$ cat src/rtl/cco_pkg.sv
// constants, register map and carrier types for the communication-object bank
// assumes one 100 MHz clock and an APB master with 32-bit data on the far side
package cco_pkg;

  // register indices; byte address is four times the index
  localparam logic [17:0] CCO_IDX_HB_PERIOD = 18'h01017;
  localparam logic [17:0] CCO_IDX_SYNC_WRAP = 18'h01019;
  localparam logic [17:0] CCO_IDX_ID_COUNT = 18'h01100;
  localparam logic [17:0] CCO_IDX_MAKER = 18'h01101;
  localparam logic [17:0] CCO_IDX_PRODUCT = 18'h01102;
  localparam logic [17:0] CCO_IDX_REVISION = 18'h01103;
  localparam logic [17:0] CCO_IDX_SERIAL = 18'h01104;
  localparam logic [17:0] CCO_IDX_VFY_COUNT = 18'h01120;
  localparam logic [17:0] CCO_IDX_CFG_DATE = 18'h01121;
  localparam logic [17:0] CCO_IDX_CFG_TIME = 18'h01122;
  localparam logic [17:0] CCO_IDX_GUARD_CTRL = 18'h01200;
  localparam logic [17:0] CCO_IDX_STATUS = 18'h01201;

  // reset values and fixed contents
  localparam logic [15:0] CCO_HB_RESET = 16'h0000;
  localparam logic [7:0] CCO_WRAP_RESET = 8'h00;
  localparam logic [7:0] CCO_WRAP_MIN = 8'h02;
  localparam logic [7:0] CCO_WRAP_MAX = 8'hF0;
  localparam logic [7:0] CCO_ID_ENTRIES = 8'h04;
  localparam logic [7:0] CCO_VFY_ENTRIES = 8'h02;
  localparam logic [31:0] CCO_WORD_RESET = 32'h00000000;
  // identity words: arbitrary neutral values
  localparam logic [31:0] CCO_MAKER_DEF = 32'h0000A5A1;
  localparam logic [31:0] CCO_PRODUCT_DEF = 32'h00000101;
  localparam logic [31:0] CCO_REVISION_DEF = 32'h00010000;
  localparam logic [31:0] CCO_SERIAL_DEF = 32'h00000000;

  // guard control fields: bit 16 enable, bits 15:0 guard time in ms
  localparam int CCO_GC_EN_BIT = 16;
  localparam logic [15:0] CCO_GUARD_RESET = 16'h0000;

  // status fields
  localparam int CCO_ST_HB_BIT = 8;
  localparam int CCO_ST_GUARD_BIT = 9;

  // timing
  localparam int CCO_CLK_PERIOD_NS = 10;
  localparam int CCO_MS_NS = 1000000;
  localparam int CCO_MS_CYCLES = CCO_MS_NS / CCO_CLK_PERIOD_NS;

  // apb carriers
  typedef struct packed {
    logic psel;
    logic penable;
    logic pwrite;
    logic [19:0] paddr;
    logic [31:0] pwdata;
  } cco_apb_req_s;

  typedef struct packed {
    logic pready;
    logic pslverr;
    logic [31:0] prdata;
  } cco_apb_rsp_s;

endpackage : cco_pkg

$ cat src/rtl/cco_interval_timer.sv
// millisecond interval timer: pulses once every period ticks
// assumes tick is a one-cycle enable on mclk; period zero holds it idle
`timescale 1ns/1ps
module cco_interval_timer
(
  // clock and reset
  input wire logic mclk,
  input wire logic rst_b,
  // control
  input wire logic tick,
  input wire logic restart,
  input wire logic [15:0] period,
  // result
  output logic expire
);
  import cco_pkg::*;

  logic [15:0] count;

  // count ticks; a zero period parks the timer so nothing fires
  always_ff @(posedge mclk)
  begin
    if (!rst_b)
    begin
      count <= 16'h0000;
      expire <= 1'b0;
    end
    else if (restart || period == 16'h0000)
    begin
      count <= 16'h0000;
      expire <= 1'b0;
    end
    else if (tick)
    begin
      if (count + 16'h0001 >= period)
      begin
        count <= 16'h0000;
        expire <= 1'b1;
      end
      else
      begin
        count <= count + 16'h0001;
        expire <= 1'b0;
      end
    end
    else
    begin
      expire <= 1'b0;
    end
  end

endmodule : cco_interval_timer

$ cat src/rtl/cco_comm_objects.sv
// communication-object bank: heartbeat producer timing, node guarding
// supervision, sync counter wrap, identity and configuration verify record
// assumes an APB master on mclk and protocol logic on mclk for the event inputs
`timescale 1ns/1ps
module cco_comm_objects
#(
  parameter int MS_CYCLES = cco_pkg::CCO_MS_CYCLES,
  parameter logic [31:0] MAKER_CODE = cco_pkg::CCO_MAKER_DEF,
  parameter logic [31:0] PRODUCT_CODE = cco_pkg::CCO_PRODUCT_DEF,
  parameter logic [31:0] REVISION_CODE = cco_pkg::CCO_REVISION_DEF,
  parameter logic [31:0] SERIAL_WORD = cco_pkg::CCO_SERIAL_DEF
)
(
  // clock and reset
  input wire logic mclk,
  input wire logic rst_b,
  // register bus
  input wire cco_pkg::cco_apb_req_s apbReq,
  output cco_pkg::cco_apb_rsp_s apbRsp,
  // protocol events
  input wire logic syncEvent,
  input wire logic guardRequest,
  // protocol requests and state
  output logic hbSend,
  output logic guardEmcy,
  output logic guardActive,
  output logic [7:0] syncCount
);
  import cco_pkg::*;

  //////////////////////////////////////////////////////////////////////////////
  // register state

  logic [15:0] heartbeatPeriod;
  logic [7:0] syncWrapValue;
  logic [31:0] storedConfigDate;
  logic [31:0] storedConfigTime;
  logic guardEnable;
  logic [15:0] guardTime;

  logic [17:0] regIndex;
  logic setupPhase;
  logic writeCommit;
  logic wrapLegal;
  logic [31:0] next_prdata;
  logic next_pslverr;
  logic hbRestart;
  logic hbActive;
  logic guardRun;
  logic [15:0] guardPeriod;
  logic msTick;
  logic [31:0] msCount;
  logic hbExpire;
  logic guardExpire;

  assign regIndex = apbReq.paddr[19:2];
  assign setupPhase = apbReq.psel && !apbReq.penable && !apbRsp.pready;
  // a write lands only at the edge where the access phase meets pready
  assign writeCommit = apbReq.psel && apbReq.penable && apbRsp.pready && apbReq.pwrite
                       && !apbRsp.pslverr;
  // zero is kept legal so the reset value can be written back
  assign wrapLegal = (apbReq.pwdata[7:0] == CCO_WRAP_RESET)
                     || (apbReq.pwdata[7:0] >= CCO_WRAP_MIN && apbReq.pwdata[7:0] <= CCO_WRAP_MAX);

  //////////////////////////////////////////////////////////////////////////////
  // apb decode: read data and error are settled in the setup cycle

  always_comb
  begin
    next_prdata = CCO_WORD_RESET;
    next_pslverr = 1'b0;
    unique case (regIndex)
      CCO_IDX_HB_PERIOD:
      begin
        next_prdata = {16'h0000, heartbeatPeriod};
      end
      CCO_IDX_SYNC_WRAP:
      begin
        next_prdata = {24'h000000, syncWrapValue};
        next_pslverr = apbReq.pwrite && !wrapLegal;
      end
      CCO_IDX_ID_COUNT:
      begin
        next_prdata = {24'h000000, CCO_ID_ENTRIES};
        next_pslverr = apbReq.pwrite;
      end
      CCO_IDX_MAKER:
      begin
        next_prdata = MAKER_CODE;
        next_pslverr = apbReq.pwrite;
      end
      CCO_IDX_PRODUCT:
      begin
        next_prdata = PRODUCT_CODE;
        next_pslverr = apbReq.pwrite;
      end
      CCO_IDX_REVISION:
      begin
        next_prdata = REVISION_CODE;
        next_pslverr = apbReq.pwrite;
      end
      CCO_IDX_SERIAL:
      begin
        next_prdata = SERIAL_WORD;
        next_pslverr = apbReq.pwrite;
      end
      CCO_IDX_VFY_COUNT:
      begin
        next_prdata = {24'h000000, CCO_VFY_ENTRIES};
        next_pslverr = apbReq.pwrite;
      end
      CCO_IDX_CFG_DATE:
      begin
        next_prdata = storedConfigDate;
      end
      CCO_IDX_CFG_TIME:
      begin
        next_prdata = storedConfigTime;
      end
      CCO_IDX_GUARD_CTRL:
      begin
        next_prdata = {15'h0000, guardEnable, guardTime};
      end
      CCO_IDX_STATUS:
      begin
        next_prdata = {22'h000000, guardRun, hbActive, syncCount};
        next_pslverr = apbReq.pwrite;
      end
      default:
      begin
        // unmapped: reads zero and flags an error
        next_pslverr = 1'b1;
      end
    endcase
  end

  // one wait-free access phase: pready rises in the cycle after setup
  always_ff @(posedge mclk)
  begin
    if (!rst_b)
    begin
      apbRsp <= '0;
    end
    else if (setupPhase)
    begin
      apbRsp.pready <= 1'b1;
      apbRsp.pslverr <= next_pslverr;
      apbRsp.prdata <= apbReq.pwrite ? CCO_WORD_RESET : next_prdata;
    end
    else
    begin
      apbRsp <= '0;
    end
  end

  //////////////////////////////////////////////////////////////////////////////
  // writable registers, restored to defaults by reset

  // heartbeat period in ms, 16 bits, resets to zero
  always_ff @(posedge mclk)
  begin
    if (!rst_b)
    begin
      heartbeatPeriod <= CCO_HB_RESET;
    end
    else if (writeCommit && regIndex == CCO_IDX_HB_PERIOD)
    begin
      heartbeatPeriod <= apbReq.pwdata[15:0];
    end
  end

  // sync wrap value; illegal values never reach here
  always_ff @(posedge mclk)
  begin
    if (!rst_b)
    begin
      syncWrapValue <= CCO_WRAP_RESET;
    end
    else if (writeCommit && regIndex == CCO_IDX_SYNC_WRAP)
    begin
      syncWrapValue <= apbReq.pwdata[7:0];
    end
  end

  // verify record; the master fills it before the save is started
  always_ff @(posedge mclk)
  begin
    if (!rst_b)
    begin
      storedConfigDate <= CCO_WORD_RESET;
      storedConfigTime <= CCO_WORD_RESET;
    end
    else if (writeCommit && regIndex == CCO_IDX_CFG_DATE)
    begin
      storedConfigDate <= apbReq.pwdata;
    end
    else if (writeCommit && regIndex == CCO_IDX_CFG_TIME)
    begin
      storedConfigTime <= apbReq.pwdata;
    end
  end

  // node guarding control
  always_ff @(posedge mclk)
  begin
    if (!rst_b)
    begin
      guardEnable <= 1'b0;
      guardTime <= CCO_GUARD_RESET;
    end
    else if (writeCommit && regIndex == CCO_IDX_GUARD_CTRL)
    begin
      guardEnable <= apbReq.pwdata[CCO_GC_EN_BIT];
      guardTime <= apbReq.pwdata[15:0];
    end
  end

  //////////////////////////////////////////////////////////////////////////////
  // millisecond tick shared by both timers

  always_ff @(posedge mclk)
  begin
    if (!rst_b)
    begin
      msCount <= 32'h00000000;
      msTick <= 1'b0;
    end
    else if (msCount >= 32'(MS_CYCLES - 1))
    begin
      msCount <= 32'h00000000;
      msTick <= 1'b1;
    end
    else
    begin
      msCount <= msCount + 32'h00000001;
      msTick <= 1'b0;
    end
  end

  //////////////////////////////////////////////////////////////////////////////
  // heartbeat producer and node guarding supervision

  assign hbActive = heartbeatPeriod != CCO_HB_RESET;
  // rewriting the period starts a fresh interval
  assign hbRestart = writeCommit && regIndex == CCO_IDX_HB_PERIOD;
  // heartbeat wins: guarding only runs while no heartbeat is produced
  assign guardRun = guardEnable && !hbActive && guardTime != CCO_GUARD_RESET;
  assign guardPeriod = guardRun ? guardTime : CCO_GUARD_RESET;

  cco_interval_timer hbTimer
  (
    .mclk(mclk),
    .rst_b(rst_b),
    .tick(msTick),
    .restart(hbRestart),
    .period(heartbeatPeriod),
    .expire(hbExpire)
  );

  cco_interval_timer guardTimer
  (
    .mclk(mclk),
    .rst_b(rst_b),
    .tick(msTick),
    .restart(guardRequest),
    .period(guardPeriod),
    .expire(guardExpire)
  );

  // request pulses and guarding state to the frame logic
  always_ff @(posedge mclk)
  begin
    if (!rst_b)
    begin
      hbSend <= 1'b0;
      guardEmcy <= 1'b0;
      guardActive <= 1'b0;
    end
    else
    begin
      hbSend <= hbExpire && hbActive;
      guardEmcy <= guardExpire && guardRun;
      guardActive <= guardRun;
    end
  end

  //////////////////////////////////////////////////////////////////////////////
  // sync counter: counts 1..wrap, then starts over; wrap zero leaves it at zero

  always_ff @(posedge mclk)
  begin
    if (!rst_b)
    begin
      syncCount <= CCO_WRAP_RESET;
    end
    else if (writeCommit && regIndex == CCO_IDX_SYNC_WRAP)
    begin
      syncCount <= CCO_WRAP_RESET;
    end
    else if (syncEvent)
    begin
      if (syncWrapValue == CCO_WRAP_RESET)
      begin
        syncCount <= CCO_WRAP_RESET;
      end
      else if (syncCount >= syncWrapValue)
      begin
        syncCount <= 8'h01;
      end
      else
      begin
        syncCount <= syncCount + 8'h01;
      end
    end
  end

endmodule : cco_comm_objects

$ cat config.mk
export PLATFORM = sky130hd
export DESIGN_NAME = cco_comm_objects
export DESIGN_NICKNAME = d
export VERILOG_FILES = /design/src/rtl/cco_pkg.sv /design/src/rtl/cco_interval_timer.sv /design/src/rtl/cco_comm_objects.sv
export SDC_FILE = /design/constraint.sdc
export NUM_CORES = 1
export LEC_CHECK = 0
export BUFFER_PORTS_ARGS = -buffer_cell sky130_fd_sc_hd__buf_4
export CORE_ASPECT_RATIO = 2
export CORE_MARGIN = 4
export CORE_UTILIZATION = 45
export CTS_BUF_LIST = sky130_fd_sc_hd__clkbuf_16
export DETAILED_ROUTE_END_ITERATION = 8
export PLACE_DENSITY = 0.71
export SLEW_MARGIN = 15
export SYNTH_ARGS = -nofsm -noshare
export SYNTH_HDL_FRONTEND = slang
export SYNTH_SLANG_ARGS = --single-unit
export TNS_END_PERCENT = 1
$ cat constraint.sdc
create_clock -name mclk -period 3.05 [get_ports mclk]
set_input_delay 0.7625 -clock mclk [delete_from_list [all_inputs] [get_ports mclk]]
set_output_delay 0.7625 -clock mclk [all_outputs]
set_load 0.01 [all_outputs]
==> impl_results.md <==
- Endpoint class of the critical path: register
- Min-Delay Path Class: reg2reg
- H-Tree Depth: 1
- CP Class: reg2reg
- Layout Skew: 0.0113 ns
- Met1 GRT Util: 0.239
- Reg clk slew, reported paths: 0.06 ns
- Storage element area: 4350 µm²
- Met3 Resource Use GR: 0.0286
- Crit-path most repeated cell: buf_4
- Hold path cells: 2
- Synth unique cells: 60
- Ratio of cells with drive above 1 in the final layout: 0.188
- Placed Instances: 1578
- Port Buffers: 101
- Fillcell total: 1992
- Final setup viols: 15
- Slowest stage delay, CP: 0.38 ns
- Final hold vios: 0
- #FFs+latches synth: 217
- Final Instance Area: 12600 µm²
- Core box area: 22200 µm²
- Nets@finish: 1429
- Hold endpoint: storedConfigDate[5]
- Area of the multi-input gates: 5590 µm²
- R2R setup slack: -0.19 ns
- Max Cap Viol: 0
- Syn_area_per_cell: 8.68 µm²
- Post-synth top area cell: dfxtp_1
- CP top delay family: simple AND/OR/NAND/NOR gates
- CP startpoint: heartbeatPeriod[11]
- TritonCTS clock tree: yes
- PwrDens: 449 nW/µm²
- Arr. time, crit path: 3.64 ns
- Cts bufs inserted: 21
- Async SR Flop Fraction: 0
- Post-Layout Cell Count: 1617
- Max Clock Freq: 0.309 GHz
- Vias: 9098
- DRC violations left: 0
- Routed WL per cell: 17.6 µm
- Post-Synthesis Cells: 1164
- Initial DRC count: 718
- Seq/Total Area, Yosys: 0.430
- Area contributors post-synth: dfxtp_1 43%, nand2_1 8.1%, ha_1 5.4%
- Initial Util: 0.456
- Failing checks: setup timing
- CP Max Fanout: 8
- Die Y: 220 µm
- Final core utilization: 0.567
- Worst min-delay path startpoint: storedConfigDate[5]
- Initial antenna violation count: 0
- Placement Cell Area: 11700 µm²
- RSZ-0062 raised after global routing: true
- Setup TNS: -2.39 ns
- DIE AREA: 25100 µm²
- Layout area overhead: 24.3%
- Minimum clock period: 3.24 ns
- DIE WIDTH: 114 µm
- Clk buf depth: 3
- RePlAce Congestion: 0.894
- Post-synth EDFFs: 0
- Root Driver: clkbuf_16
- Via/cell ratio: 5.63
- Status: finished with violations
- Final WS setup: -0.186 ns
- Largest net degree at the start of global routing: 77
- Critical path cell sequence: nor4_4 -> buf_4 -> nand4_1 -> nor3b_2 -> buf_4 -> buf_6 -> nand2_4 -> ha_4 -> and3_4 -> nand3_2 -> a221o_1 -> a311oi_2 -> nand2b_4 -> nor2_1
- Pwr Total: 5.64 mW
- Ys Warns: 0
- VDD IR max: 0.000455 V
- Wire length of the first global-routing pass: 45600 µm
- Dpl hpwl: 20800 µm
- Met2 usage: 0.426
- Diodes inserted: 0
- CTS Sinks: 217
- All-Layer GR Usage: 0.225
- Crit Reg-Reg Startpoint: heartbeatPeriod[11]
- Register-to-Register Path Depth: 14
- Netlist Area Pre-Place: 10100 µm²
- Worst Tran Pin Value: 0.705 ns
- Crit path buffers/inverters: 3
- Remaining antenna violation count: 0
- Clk Latency, worst-skew pair: 0.52 ns
- Critical-path top delay cell: a311oi_2
- Worst EP required: 3.45 ns
- GRT busiest layer: met2
- GRT overflow: 0
- Period utilisation layout: 1.06
- Slew Limit Headroom: 0.529
- Wirelength, routed: 28500 µm
- Leakage: 4.67 nW
- Post-synth top flop: dfxtp_1
- Top cell type's share of synthesized area: 0.430
- CP startpoint kind: register
- R2R Path End: guardTimer.count[6]
- Number of global-route vias before repair: 9000
- Slew Limit Fails: 0
- DR pass1 iterations: 6
- Standard-cell row count: 77
- IO Count: 104
[cells in the mapped netlist (10+ instances only)]
cell      instances
buf_2            10
a21oi_1          34
and3_1           18
nand4_1          19
a22oi_1          28
nor2_1           79
clkbuf_1         44
and2_1           10
ha_1             44
dfxtp_1         217
o21ai_0          12
xnor2_1          21
a222oi_1         12
nor2b_1          41
a21boi_0         34
nor3_1           14
mux2i_1          37
inv_1            37
nand2_1         219
xor2_1           35
a21boi_1         38
nor4_1           18
nand3_1          37
[worst max-delay path by stage]
stage | slack, ns | end | cells past startpoint
after floorplan | 0.06 | guardTimer.count[11] | 14
after global placement | -0.30 | guardTimer.count[3] | 14
after detailed placement | -0.38 | guardTimer.count[3] | 15
after CTS | -0.13 | guardTimer.count[6] | 13
after global routing | -0.31 | guardTimer.count[14] | 14
final | -0.19 | guardTimer.count[6] | 14
[state kept, by name, indices dropped and copies added, names as in the netlist]
register / flops
storedConfigTime: 32
guardTime: 16
heartbeatPeriod: 16
guardActive: 1
hbTimer.expire: 1
storedConfigDate: 32
hbSend: 1
apbRsp: 34
hbTimer.count: 16
msTick: 1
guardTimer.count: 16
guardTimer.expire: 1
guardEmcy: 1
syncWrapValue: 8
guardEnable: 1
syncCount: 8
msCount: 32
[through the flow]
stage | setup WS, ns | hold slack (ns)
global route | -0.313 | 0.476
detailed placement | -0.378 | 0.444
floorplan | 0.0634 | 0.429
global placement | -0.303 | 0.437
finish | -0.186 | 0.450
CTS | -0.128 | 0.453
[metal layers]
| metal | wire, µm | vias to the layer above |
|---|---|---|
| met1 | 10100 | 4322 |
| met2 | 15400 | 300 |
| met3 | 1580 | 90 |
| met5 | 0 | - |
| met4 | 1440 | 0 |
| li1 | - | 4386 |
[worst reg2reg max path, stage by stage, from the launching register on]
cell and delay, ns:
dfxtp_2 0.33, nor4_4 0.35, buf_4 0.17, nand4_1 0.14, nor3b_2 0.23, buf_4 0.20, buf_6 0.12, nand2_4 0.05
ha_4 0.26, and3_4 0.17, nand3_2 0.08, a221o_1 0.34, a311oi_2 0.38, nand2b_4 0.25, nor2_1 0.05
[where the power goes]
| group | internal, mW | leakage (nW) | switching (mW) |
|---|---|---|---|
| Clock | 1.45 | 0.332 | 1.16 |
| Combinational | 0.0856 | 2.59 | 0.0997 |
| Sequential | 2.84 | 1.76 | 0.00440 |
[layout by cell type (no fill, tap or decap), types with 16 or more instances in the layout]
cell type,Yosys,final
nor2b_1,41,41
nor2_1,79,78
clkbuf_16,0,21
a21boi_0,34,34
nand4_1,19,19
inv_1,37,39
a21boi_1,38,38
a22oi_1,28,28
buf_4,5,176
a21oi_1,34,34
nand2_1,219,216
mux2i_1,37,37
and3_1,18,16
ha_1,44,41
dfxtp_1,217,213
xnor2_1,21,21
xor2_1,35,35
nor4_1,18,16
nand3_1,37,36
[cell families after synthesis]
| group | count (synthesis) | share of synthesized area |
|---|---|---|
| simple gates | 497 | 0.237 |
| flops | 217 | 0.430 |
| compound gates | 215 | 0.154 |
| buf+inv | 97 | 0.0391 |
| xor+xnor | 56 | 0.0485 |
| fa+ha+maj | 44 | 0.0545 |
| mux | 37 | 0.0367 |
| other cells | 1 | 0.000371 |
[timing repair]
item,CTS,global route
gates cloned,1,0
pin swaps,19,7
resized for setup,26,6
endpoints found under the hold margin,0,0
setup endpoints to repair,17,34
hold buffers,0,0
buffers inserted,1,0
[cell type report]
type / count / share of cell area
Multi-Input combinational cell: 865 / 0.445
Sequential cell: 217 / 0.346
Timing Repair Buffer: 184 / 0.116
Clock buffer: 21 / 0.0419
Tap cell: 276 / 0.0275
Clock inverter: 17 / 0.0121
Inverter: 37 / 0.0111
Power figures use the tool's default switching activity.
